===== src/verilog/sas_pkg.sv =====
// package of constants and types for the sar adc sequencer
//
// Functional notes
// - result is ten bits; high byte holds bits 9:2, low byte bits 1:0.
// - input above upper reference reports all ones, no overflow flag.
// - input below lower reference reports zero in both bytes.
// - setting converter_on starts continuous conversion of the selected channel.
// - clearing converter_on disables the converter and aborts conversion.
// - done flag is not cleared when a conversion starts; only a high result read clears it.
// - completion sets done and loads results, held until next completion.
// - completion raises an interrupt request when done_irq_enable is set.
// - reading the high result clears done; writes cannot change done.
// - channel change mid conversion restarts on the new channel at once.
// - four-bit channel select is a plain binary input index 0 to 15.
// - divider select 00, 01, 10 give 4, 2, 1 MHz converter clock.
// - reading the low result locks both result registers.
// - lock releases on high result read or converter_on clear.
// - while locked no new results are written into the result registers.
// - runs unaffected in wait mode, disabled in halt mode.
// - control register read/write except read-only done; all reset to zero.
package sas_pkg;
	localparam logic [1:0] ADDR_CONTROL_STATUS = 2'h0;
	localparam logic [1:0] ADDR_RESULT_HIGH    = 2'h1;
	localparam logic [1:0] ADDR_RESULT_LOW     = 2'h2;
	localparam logic [7:0] RESET_BYTE          = 8'h00;
	localparam int         BIT_DONE            = 7;
	localparam int         BIT_ON              = 4;
	localparam int         CORE_CLK_MHZ        = 200;
	localparam int         ADC_CLK_4_MHZ       = 4;
	localparam int         ADC_CLK_2_MHZ       = 2;
	localparam int         ADC_CLK_1_MHZ       = 1;
	localparam int         DIV_4_MHZ           = CORE_CLK_MHZ / (2 * ADC_CLK_4_MHZ);
	localparam int         DIV_2_MHZ           = CORE_CLK_MHZ / (2 * ADC_CLK_2_MHZ);
	localparam int         DIV_1_MHZ           = CORE_CLK_MHZ / (2 * ADC_CLK_1_MHZ);
	localparam int         SAMPLE_TICKS        = 3;
	localparam int         LONG_SAMPLE_TICKS   = 12;
	localparam int         RESULT_BITS         = 10;

	typedef struct packed {
		logic       done;
		logic [1:0] clock_divider_select;
		logic       converter_on;
		logic [3:0] channel_select;
	} sas_csr_s;

	typedef enum logic [3:0] {
		SAS_IDLE   = 4'b0001,
		SAS_SAMPLE = 4'b0010,
		SAS_CONV   = 4'b0100,
		SAS_DONE   = 4'b1000
	} sas_state_e;
endpackage : sas_pkg


===== src/verilog/sas_sequencer.sv =====
// sar adc digital sequencer with register port and comparator interface
//
// The implementer's own choices: the register addresses and the plain strobed port.
`timescale 1ns/1ps
module sas_sequencer
	import sas_pkg::*;
#(
	parameter int SAMPLE_CYCLES      = SAMPLE_TICKS,
	parameter int LONG_SAMPLE_CYCLES = LONG_SAMPLE_TICKS
) (
	// clock, reset, enable
	input  wire logic       core_clk,
	input  wire logic       rst_n,
	input  wire logic       clk_en,
	// register port
	input  wire logic [1:0] reg_addr,
	input  wire logic [7:0] reg_wdata,
	input  wire logic       reg_write,
	input  wire logic       reg_read,
	output logic      [7:0] reg_rdata,
	// bits held in the clock control misc register and power state
	input  wire logic       done_irq_enable,
	input  wire logic       long_sample_select,
	input  wire logic       halt_mode,
	// analog side and interrupt request
	input  wire logic       comparator_high,
	output logic      [3:0] mux_channel,
	output logic            sample_hold,
	output logic            analog_enable,
	output logic      [9:0] dac_code,
	output logic            irq
);
	sas_csr_s    csr;
	sas_state_e  state;
	logic [9:0]  result;
	logic [9:0]  trial;
	logic [3:0]  bit_idx;
	logic [7:0]  div_cnt;
	logic [7:0]  div_limit;
	logic        adc_tick;
	logic [4:0]  phase_cnt;
	logic        locked;
	logic        cmp_meta;
	logic        cmp_sync;
	logic        running;
	logic        restart;
	logic        finish;
	logic        rd_high;
	logic        rd_low;
	logic        wr_csr;
	logic [4:0]  sample_len;

	assign wr_csr   = reg_write && reg_addr == ADDR_CONTROL_STATUS;
	assign rd_high  = reg_read && reg_addr == ADDR_RESULT_HIGH;
	assign rd_low   = reg_read && reg_addr == ADDR_RESULT_LOW;
	assign running  = csr.converter_on && !halt_mode;
	// a channel change restarts sampling at once
	assign restart  = wr_csr && (reg_wdata[3:0] != csr.channel_select);
	assign finish   = state == SAS_CONV && adc_tick && bit_idx == 4'h0;
	assign sample_len = long_sample_select ? 5'(LONG_SAMPLE_CYCLES)
		: 5'(SAMPLE_CYCLES);

	// divider select to half-period count
	always_comb begin
		case (csr.clock_divider_select)
			2'b00:   div_limit = 8'(DIV_4_MHZ - 1);
			2'b01:   div_limit = 8'(DIV_2_MHZ - 1);
			default: div_limit = 8'(DIV_1_MHZ - 1);
		endcase
	end

	// comparator is asynchronous to the core clock
	always_ff @(posedge core_clk or negedge rst_n) begin
		if (!rst_n) begin
			cmp_meta <= 1'b0;
			cmp_sync <= 1'b0;
		end else if (clk_en) begin
			cmp_meta <= comparator_high;
			cmp_sync <= cmp_meta;
		end
	end

	// converter clock tick generator
	always_ff @(posedge core_clk or negedge rst_n) begin
		if (!rst_n) begin
			div_cnt  <= 8'h00;
			adc_tick <= 1'b0;
		end else if (clk_en) begin
			if (!running || restart || div_cnt >= div_limit) begin
				div_cnt  <= 8'h00;
				adc_tick <= running && !restart;
			end else begin
				div_cnt  <= div_cnt + 8'h01;
				adc_tick <= 1'b0;
			end
		end
	end

	// control register; the done bit is hardware owned, set wins over the read clear
	always_ff @(posedge core_clk or negedge rst_n) begin
		if (!rst_n) begin
			csr <= sas_csr_s'(RESET_BYTE);
		end else if (clk_en) begin
			if (wr_csr) begin
				csr.clock_divider_select <= reg_wdata[6:5];
				csr.converter_on         <= reg_wdata[BIT_ON];
				csr.channel_select       <= reg_wdata[3:0];
			end
			if (finish && running && !restart)
				csr.done <= 1'b1;
			else if (rd_high)
				csr.done <= 1'b0;
		end
	end

	// conversion sequencer
	always_ff @(posedge core_clk or negedge rst_n) begin
		if (!rst_n) begin
			state     <= SAS_IDLE;
			phase_cnt <= 5'h00;
			bit_idx   <= 4'h0;
			trial     <= 10'h000;
		end else if (clk_en) begin
			if (!running) begin
				state <= SAS_IDLE;
			end else if (restart) begin
				state     <= SAS_SAMPLE;
				phase_cnt <= 5'h00;
			end else begin
				case (state)
					SAS_IDLE: begin
						state     <= SAS_SAMPLE;
						phase_cnt <= 5'h00;
					end
					SAS_SAMPLE: begin
						if (adc_tick) begin
							if (phase_cnt + 5'h01 >= sample_len) begin
								state   <= SAS_CONV;
								bit_idx <= 4'(RESULT_BITS - 1);
								trial   <= 10'h200;
							end else begin
								phase_cnt <= phase_cnt + 5'h01;
							end
						end
					end
					SAS_CONV: begin
						// keep the bit if the input is at or above the trial code
						if (adc_tick) begin
							if (!cmp_sync)
								trial[bit_idx] <= 1'b0;
							if (bit_idx == 4'h0) begin
								state <= SAS_DONE;
							end else begin
								trial[bit_idx - 4'h1] <= 1'b1;
								bit_idx <= bit_idx - 4'h1;
							end
						end
					end
					SAS_DONE: begin
						state     <= SAS_SAMPLE;
						phase_cnt <= 5'h00;
					end
					default: state <= SAS_IDLE;
				endcase
			end
		end
	end

	// result lock
	always_ff @(posedge core_clk or negedge rst_n) begin
		if (!rst_n) begin
			locked <= 1'b0;
		end else if (clk_en) begin
			if (rd_high || !csr.converter_on)
				locked <= 1'b0;
			else if (rd_low)
				locked <= 1'b1;
		end
	end

	// result register, final bit resolved on the finishing tick
	// a low read in the same cycle also holds it, so both bytes come from one sample
	always_ff @(posedge core_clk or negedge rst_n) begin
		if (!rst_n) begin
			result <= 10'h000;
		end else if (clk_en && finish && running && !restart && !locked && !rd_low) begin
			result <= {trial[9:1], cmp_sync};
		end
	end

	// interrupt request pulse
	always_ff @(posedge core_clk or negedge rst_n) begin
		if (!rst_n) begin
			irq <= 1'b0;
		end else if (clk_en) begin
			irq <= finish && running && !restart && done_irq_enable;
		end
	end

	// read data one cycle after the strobe
	always_ff @(posedge core_clk or negedge rst_n) begin
		if (!rst_n) begin
			reg_rdata <= 8'h00;
		end else if (clk_en) begin
			if (reg_read) begin
				case (reg_addr)
					ADDR_CONTROL_STATUS: reg_rdata <= csr;
					ADDR_RESULT_HIGH:    reg_rdata <= result[9:2];
					ADDR_RESULT_LOW:     reg_rdata <= {6'h00, result[1:0]};
					default:             reg_rdata <= 8'h00;
				endcase
			end else begin
				reg_rdata <= 8'h00;
			end
		end
	end

	// analog side drive
	always_ff @(posedge core_clk or negedge rst_n) begin
		if (!rst_n) begin
			mux_channel   <= 4'h0;
			sample_hold   <= 1'b0;
			analog_enable <= 1'b0;
			dac_code      <= 10'h000;
		end else if (clk_en) begin
			mux_channel   <= csr.channel_select;
			sample_hold   <= running && state == SAS_SAMPLE;
			analog_enable <= running;
			dac_code      <= trial;
		end
	end
endmodule : sas_sequencer

===== config.mk =====
export PLATFORM = sky130hd
export DESIGN_NAME = sas_sequencer
export DESIGN_NICKNAME = d
export VERILOG_FILES = /design/src/verilog/sas_pkg.sv /design/src/verilog/sas_sequencer.sv
export SDC_FILE = /design/constraint.sdc
export NUM_CORES = 1
export LEC_CHECK = 0
export BUFFER_PORTS_ARGS = -buffer_cell sky130_fd_sc_hd__buf_2
export CAP_MARGIN = 0
export CORE_AREA = 8 8 84 105
export DETAILED_ROUTE_END_ITERATION = 10
export DIE_AREA = 0 0 92 113
export PLACE_DENSITY_LB_ADDON = 0.08
export RECOVER_POWER = 25
export SLEW_MARGIN = 20
export SYNTH_ARGS = -nofsm -noshare
export SYNTH_HDL_FRONTEND = slang
export SYNTH_SLANG_ARGS = --single-unit

===== constraint.sdc =====
create_clock -name core_clk -period 3.35 [get_ports core_clk]
set_clock_uncertainty 0.1 [all_clocks]
set_input_delay 0.67 -clock core_clk [delete_from_list [all_inputs] [get_ports core_clk]]
set_output_delay 0.67 -clock core_clk [all_outputs]
set_load 0.02 [all_outputs]

Word level (Yosys, flattened, before mapping):

Cells that the tools add are included.

* bits of input ports: 19
* word-level logic and storage cells: 135
* output and inout port bits: 25
* bits in registers: 78

* muxes and demuxes: 41
* $lt $le $gt $ge: 6
* eq/ne operators: 18
* $add $sub $neg: 3
* reduce and logical (&&, ||, !) cells: 43
* bitwise logic cells: 4

Operator list (count)
* $mux W10: 10
* $mux W4: 11
* $pmux W8 S3: 1
* $pmux W10 S2: 1
* $logic_and A1 B1 Y1: 19
* $mux W8: 2
* $mux W5: 3
* $pmux W7 S2: 1
* $ne A4 B4 Y1 const B: 3
* $pmux W4 S3: 1
* $and A10 B10 Y10: 1
* $lt A4 B5 Y1 const B: 2
* $not A10 Y10: 1
* $or A10 B10 Y10: 1
* $pmux W5 S2: 1
* $reduce_and A5 Y1: 2
* $add A8 B1 Y8 const B: 1
* $demux W1 S4: 2
* $ge A4 B1 Y1 const B: 2
* $ge A8 B7 Y1: 1
* $ne A2 B2 Y1 const B: 4
* $pmux W4 S2: 1
* $reduce_and A8 Y1: 1
* $mux W1: 7
* other kinds (22): 36

Longest topological paths before layout:

* depth after elaboration: 16
* depth in mapped cells: 9
* depth with buffers taken out: 8

Worst setup path after synthesis:

No wires, ideal clock.

* path type: input to register
* start: in long_sample_select
* end: reg trial[4]
* required time: 3.128 ns
* setup time: 0.122 ns
* cell stages on the path: 8
* data arrival time: 2.337 ns
* setup slack: 0.791 ns
* path buffers: 1
* cell sequence: inv_1 -> ha_1 -> nand2b_1 -> a211oi_1 -> o21ai_2 -> and2_1 -> buf_2 -> a32o_1

* longest elaborated chain between the ends: 4

RTL lines
* from (decl): RTL line sas_sequencer.sv:23 `input wire logic long_sample_select,`
* $mux W4: RTL line sas_sequencer.sv:60 `assign sample_len = long_sample_select ? 5'(LONG_SAMPLE_CYCLES)`
* $ge A5 B4 Y1: RTL line sas_sequencer.sv:137 `if (phase_cnt + 5'h01 >= sample_len) begin`
* $ne A2 B2 Y1 (no line)
* $reduce_and A7 Y1 (no line)
* to (signal assigned): RTL line sas_sequencer.sv:140 `trial <= 10'h200;`
* to (signal, indexed assignment): RTL line sas_sequencer.sv:150 `trial[bit_idx] <= 1'b0;`
* to (signal, indexed assignment): RTL line sas_sequencer.sv:154 `trial[bit_idx - 4'h1] <= 1'b1;`
* to (decl): RTL line sas_sequencer.sv:36 `logic [9:0] trial;`

No other way between the ends.
A chain may end at the register's enable or synchronous reset.

Final worst setup path:

* start: reg bit_idx[0]
* end: reg result[9]

* longest elaborated chain between the ends: 7

RTL lines
* from (decl): RTL line sas_sequencer.sv:37 `logic [3:0] bit_idx;`
* from (signal assigned): RTL line sas_sequencer.sv:139 `bit_idx <= 4'(RESULT_BITS - 1);`
* from (signal assigned): RTL line sas_sequencer.sv:155 `bit_idx <= bit_idx - 4'h1;`
* $logic_not A4 Y1: RTL line sas_sequencer.sv:59 `assign finish = state == SAS_CONV && adc_tick && bit_idx == 4'h0;`
* $logic_and A1 B1 Y1: RTL line sas_sequencer.sv:59
* $logic_and A1 B1 Y1 (5 in series): RTL line sas_sequencer.sv:186 `end else if (clk_en && finish && running && !restart && !locked && !rd_low) begin`
* to (signal assigned): RTL line sas_sequencer.sv:187 `result <= {trial[9:1], cmp_sync};`
* to (decl): RTL line sas_sequencer.sv:35 `logic [9:0] result;`

No other way between the ends.

==> summary.md <==
| Metric | Value |
|---|---|
| # hold bufs at CTS | `0` |
| Pwr Total | `about 2.1 mW` |
| HPWL Detailed | `roughly 6200 um` |
| ANT nets after route | `0` |
| Sequential cell area | `around 2000 um2` |
| Syn-to-layout area delta | `11.9%` |
| DRT Wirelength | `a little under 9000 um` |
| Slew Viols, Final | `79` |
| CTS Buf Count | `9` |
| Post-CTS Setup Inserts | `0` |
| Slew Limit Headroom | `-0.271` |
| Synth unique cells | `between 60 and 70` |
| Drt drc | `0` |
| Ys Warns | `0` |
| Synthesized Nets | `419` |
| Vias in the first global route | `3000` |
| Failing checks | `max-capacitance violations, max-slew violations` |
| Top cells by area, synth | `dfrtp_1 (47%), mux2_2 (6.0%), ha_1 (4.8%), mux2_4 (3.6%), inv_1 (3.3%)` |
| CTS Root Cell | `clkbuf_8` |
| Initial antenna violation count | `0` |
| CP Max Fanout | `11` |
| Die X | `approximately 92 um` |
| Largest area contributor in the netlist | `dfrtp_1` |
| Async set-or-reset flop fraction in the synthesized netlist | `1.00` |
| Mapped Area | `around 4100 um2` |
| Clk_lat worst skew | `0.34 ns` |
| Ant. Diodes | `0` |
| FMAX | `about 0.35 GHz` |
| Overflow after GRT | `0` |
| Vias/cell | `~5.8` |
| Global-route wire length before repair | `around 15000 um` |
| Final Instance Area | `between 4000 and 5000 um2` |
| Post-CTS sizing | `0` |
| CTS H-tree lvls | `3` |
| Largest net degree at the start of global routing | `79` |
| Fin crit share | `0.855` |
| Setup ws final | `0.487 ns` |
| Site Rows | `35` |
| Multi-input combinational cell area | `about 2000 um2` |
| GP Congestion | `just under 0.9` |
| Cells after Synth | `about 380` |
| Post-route minimum period | `around 2.9 ns` |
| Placed cell areas | `roughly 4400 um2` |
| # clock sinks | `78` |
| Synth top area share | `0.466` |
| Ys flop type | `dfrtp_1` |
| Syn_area_per_cell | `10.8 um2` |
| Hold Crit Class | `reg -> reg` |
| Critical path class | `reg -> reg` |
| Clk buf depth | `2` |
| Crit. End Element | `flop` |
| Final core occ | `0.645` |
| Die Area | `roughly 10000 um2` |
| Cell Count Post-Placement | `505` |
| # IOs | `44` |
| Max_cap viols | `1` |
| Worst-path clk slew | `roughly 0.080 ns` |
| Filler cells | `~610` |
| Synth Register Bits | `slightly below 80` |
| Vias | `3029` |
| Ratio of cells with drive above 1 in the final layout | `0.245` |
| Worst VDD drop | `approximately 0.27 mV` |
| Router iterations before antenna repair | `5` |
| Number of synthesized flops with an enable pin | `0` |
| Fin. Hold Viols | `0` |
| Power Density | `about 460 nW/um2` |
| Commonest non-fill, non-tap cells in the layout | `dfrtp_1 (77), buf_2 (40), inv_1 (36)` |
| Die Height | `around 110 um` |
| Worst slew pin tran | `about 1.9 ns` |
| Wire length per cell | `about 17 um` |
| Total negative slack for setup checks | `0 ns` |
| CP Launch Type | `flop` |
| Initial drt markers | `between 100 and 150` |
| Most common cell after layout, fill and taps aside | `dfrtp_1` |
| Setup slack at placement | `~0.50 ns` |
| GR Util All Layers | `0.173` |
| Seq/Total Area, Yosys | `0.472` |
| Worst EP required | `roughly 3.5 ns` |
| CTS tree | `yes` |
| Pleak | `roughly 2.2 nW` |
| Core Area | `just over 7000 um2` |
| Status | `finished with violations` |
| Layout Nets | `approximately 460` |
| Port Buf Inserts | `42` |
| Hold_ws | `roughly 0.40 ns` |
| Layout Cells excl Fill | `520` |
| RSZ-0062 raised after global routing | `false` |
| WP data arrival | `about 3 ns` |
| Initial Utilization | `0.576` |
| Final setup viols | `0` |
-- worst paths after layout --
path / from / endpoint / slack, ns / depth (start not counted)
setup / recovery: bit_idx[0] / result[9] / 0.49 / 7
hold / removal: cmp_meta / cmp_sync / 0.40 / 1
setup reg to reg: bit_idx[0] / result[9] / 0.49 / 7
hold reg to reg: cmp_meta / cmp_sync / 0.40 / 1
max in group asynchronous: rst_n / trial[2] / 1.28 / 1
min in group asynchronous: rst_n / div_cnt[4] / 0.75 / 1
-- cells in the mapped netlist, drive strengths merged, types with 7 or more instances --
cell / n
dfrtp: 77
inv: 36
mux2: 34
nand2: 21
a21oi: 16
ha: 16
nor2: 15
o21ai: 14
clkbuf: 13
o22ai: 12
xor2: 12
mux2i: 9
nand3: 7
nor2b: 7
-- cell families after synthesis --
group / after synthesis / share of synthesized area
xor gates and xnor gates: 15 / 0.0318
muxes: 43 / 0.123
and+or+nand+nor: 90 / 0.123
DFF: 78 / 0.472
adders and majority gates: 16 / 0.0484
buffers and inverters: 54 / 0.0514
AOI/OAI and AO/OA: 88 / 0.150
-- critical path, stage by stage, from the launching register on --
cell and delay [ns]:
dfrtp_1 0.44, inv_1 0.13, ha_1 0.38, or3b_1 0.49, nor3_2 0.16, nand3_1 0.13, a211o_1 0.54, mux2_4 0.38
-- routing by layer --
layer / GRT usage / up-vias / share of wire
met5: 0 / - / 0
met4: 0.0787 / 0 / 0.016
met3: 0.0278 / 12 / 0.040
met2: 0.280 / 67 / 0.50
met1: 0.221 / 1480 / 0.44
li1: - / 1470 / -
-- registers in the layout, summed over array words and instances (netlist names), 4 cells and up --
| signal | count |
|---|---|
| bit_idx | 4 |
| csr | 8 |
| dac_code | 10 |
| div_cnt | 8 |
| mux_channel | 4 |
| phase_cnt | 5 |
| reg_rdata | 8 |
| result | 10 |
| state | 4 |
| trial | 10 |
-- final cells by class --
class                      count  share of cell area
timing repair buffer          47              0.0532
multi-input combinational    252               0.426
clock inverter                 6              0.0186
tap                           92              0.0249
inverter                      36              0.0292
clock buffer                   9              0.0267
sequential                    78               0.422
-- where the power goes --
part	switching, mW	internal [mW]	total (mW)
logic	0.179	0.130	0.309
clock network	0.341	0.416	0.756
registers	0.0607	1.00	1.06
Power figures use the tool's default switching activity.
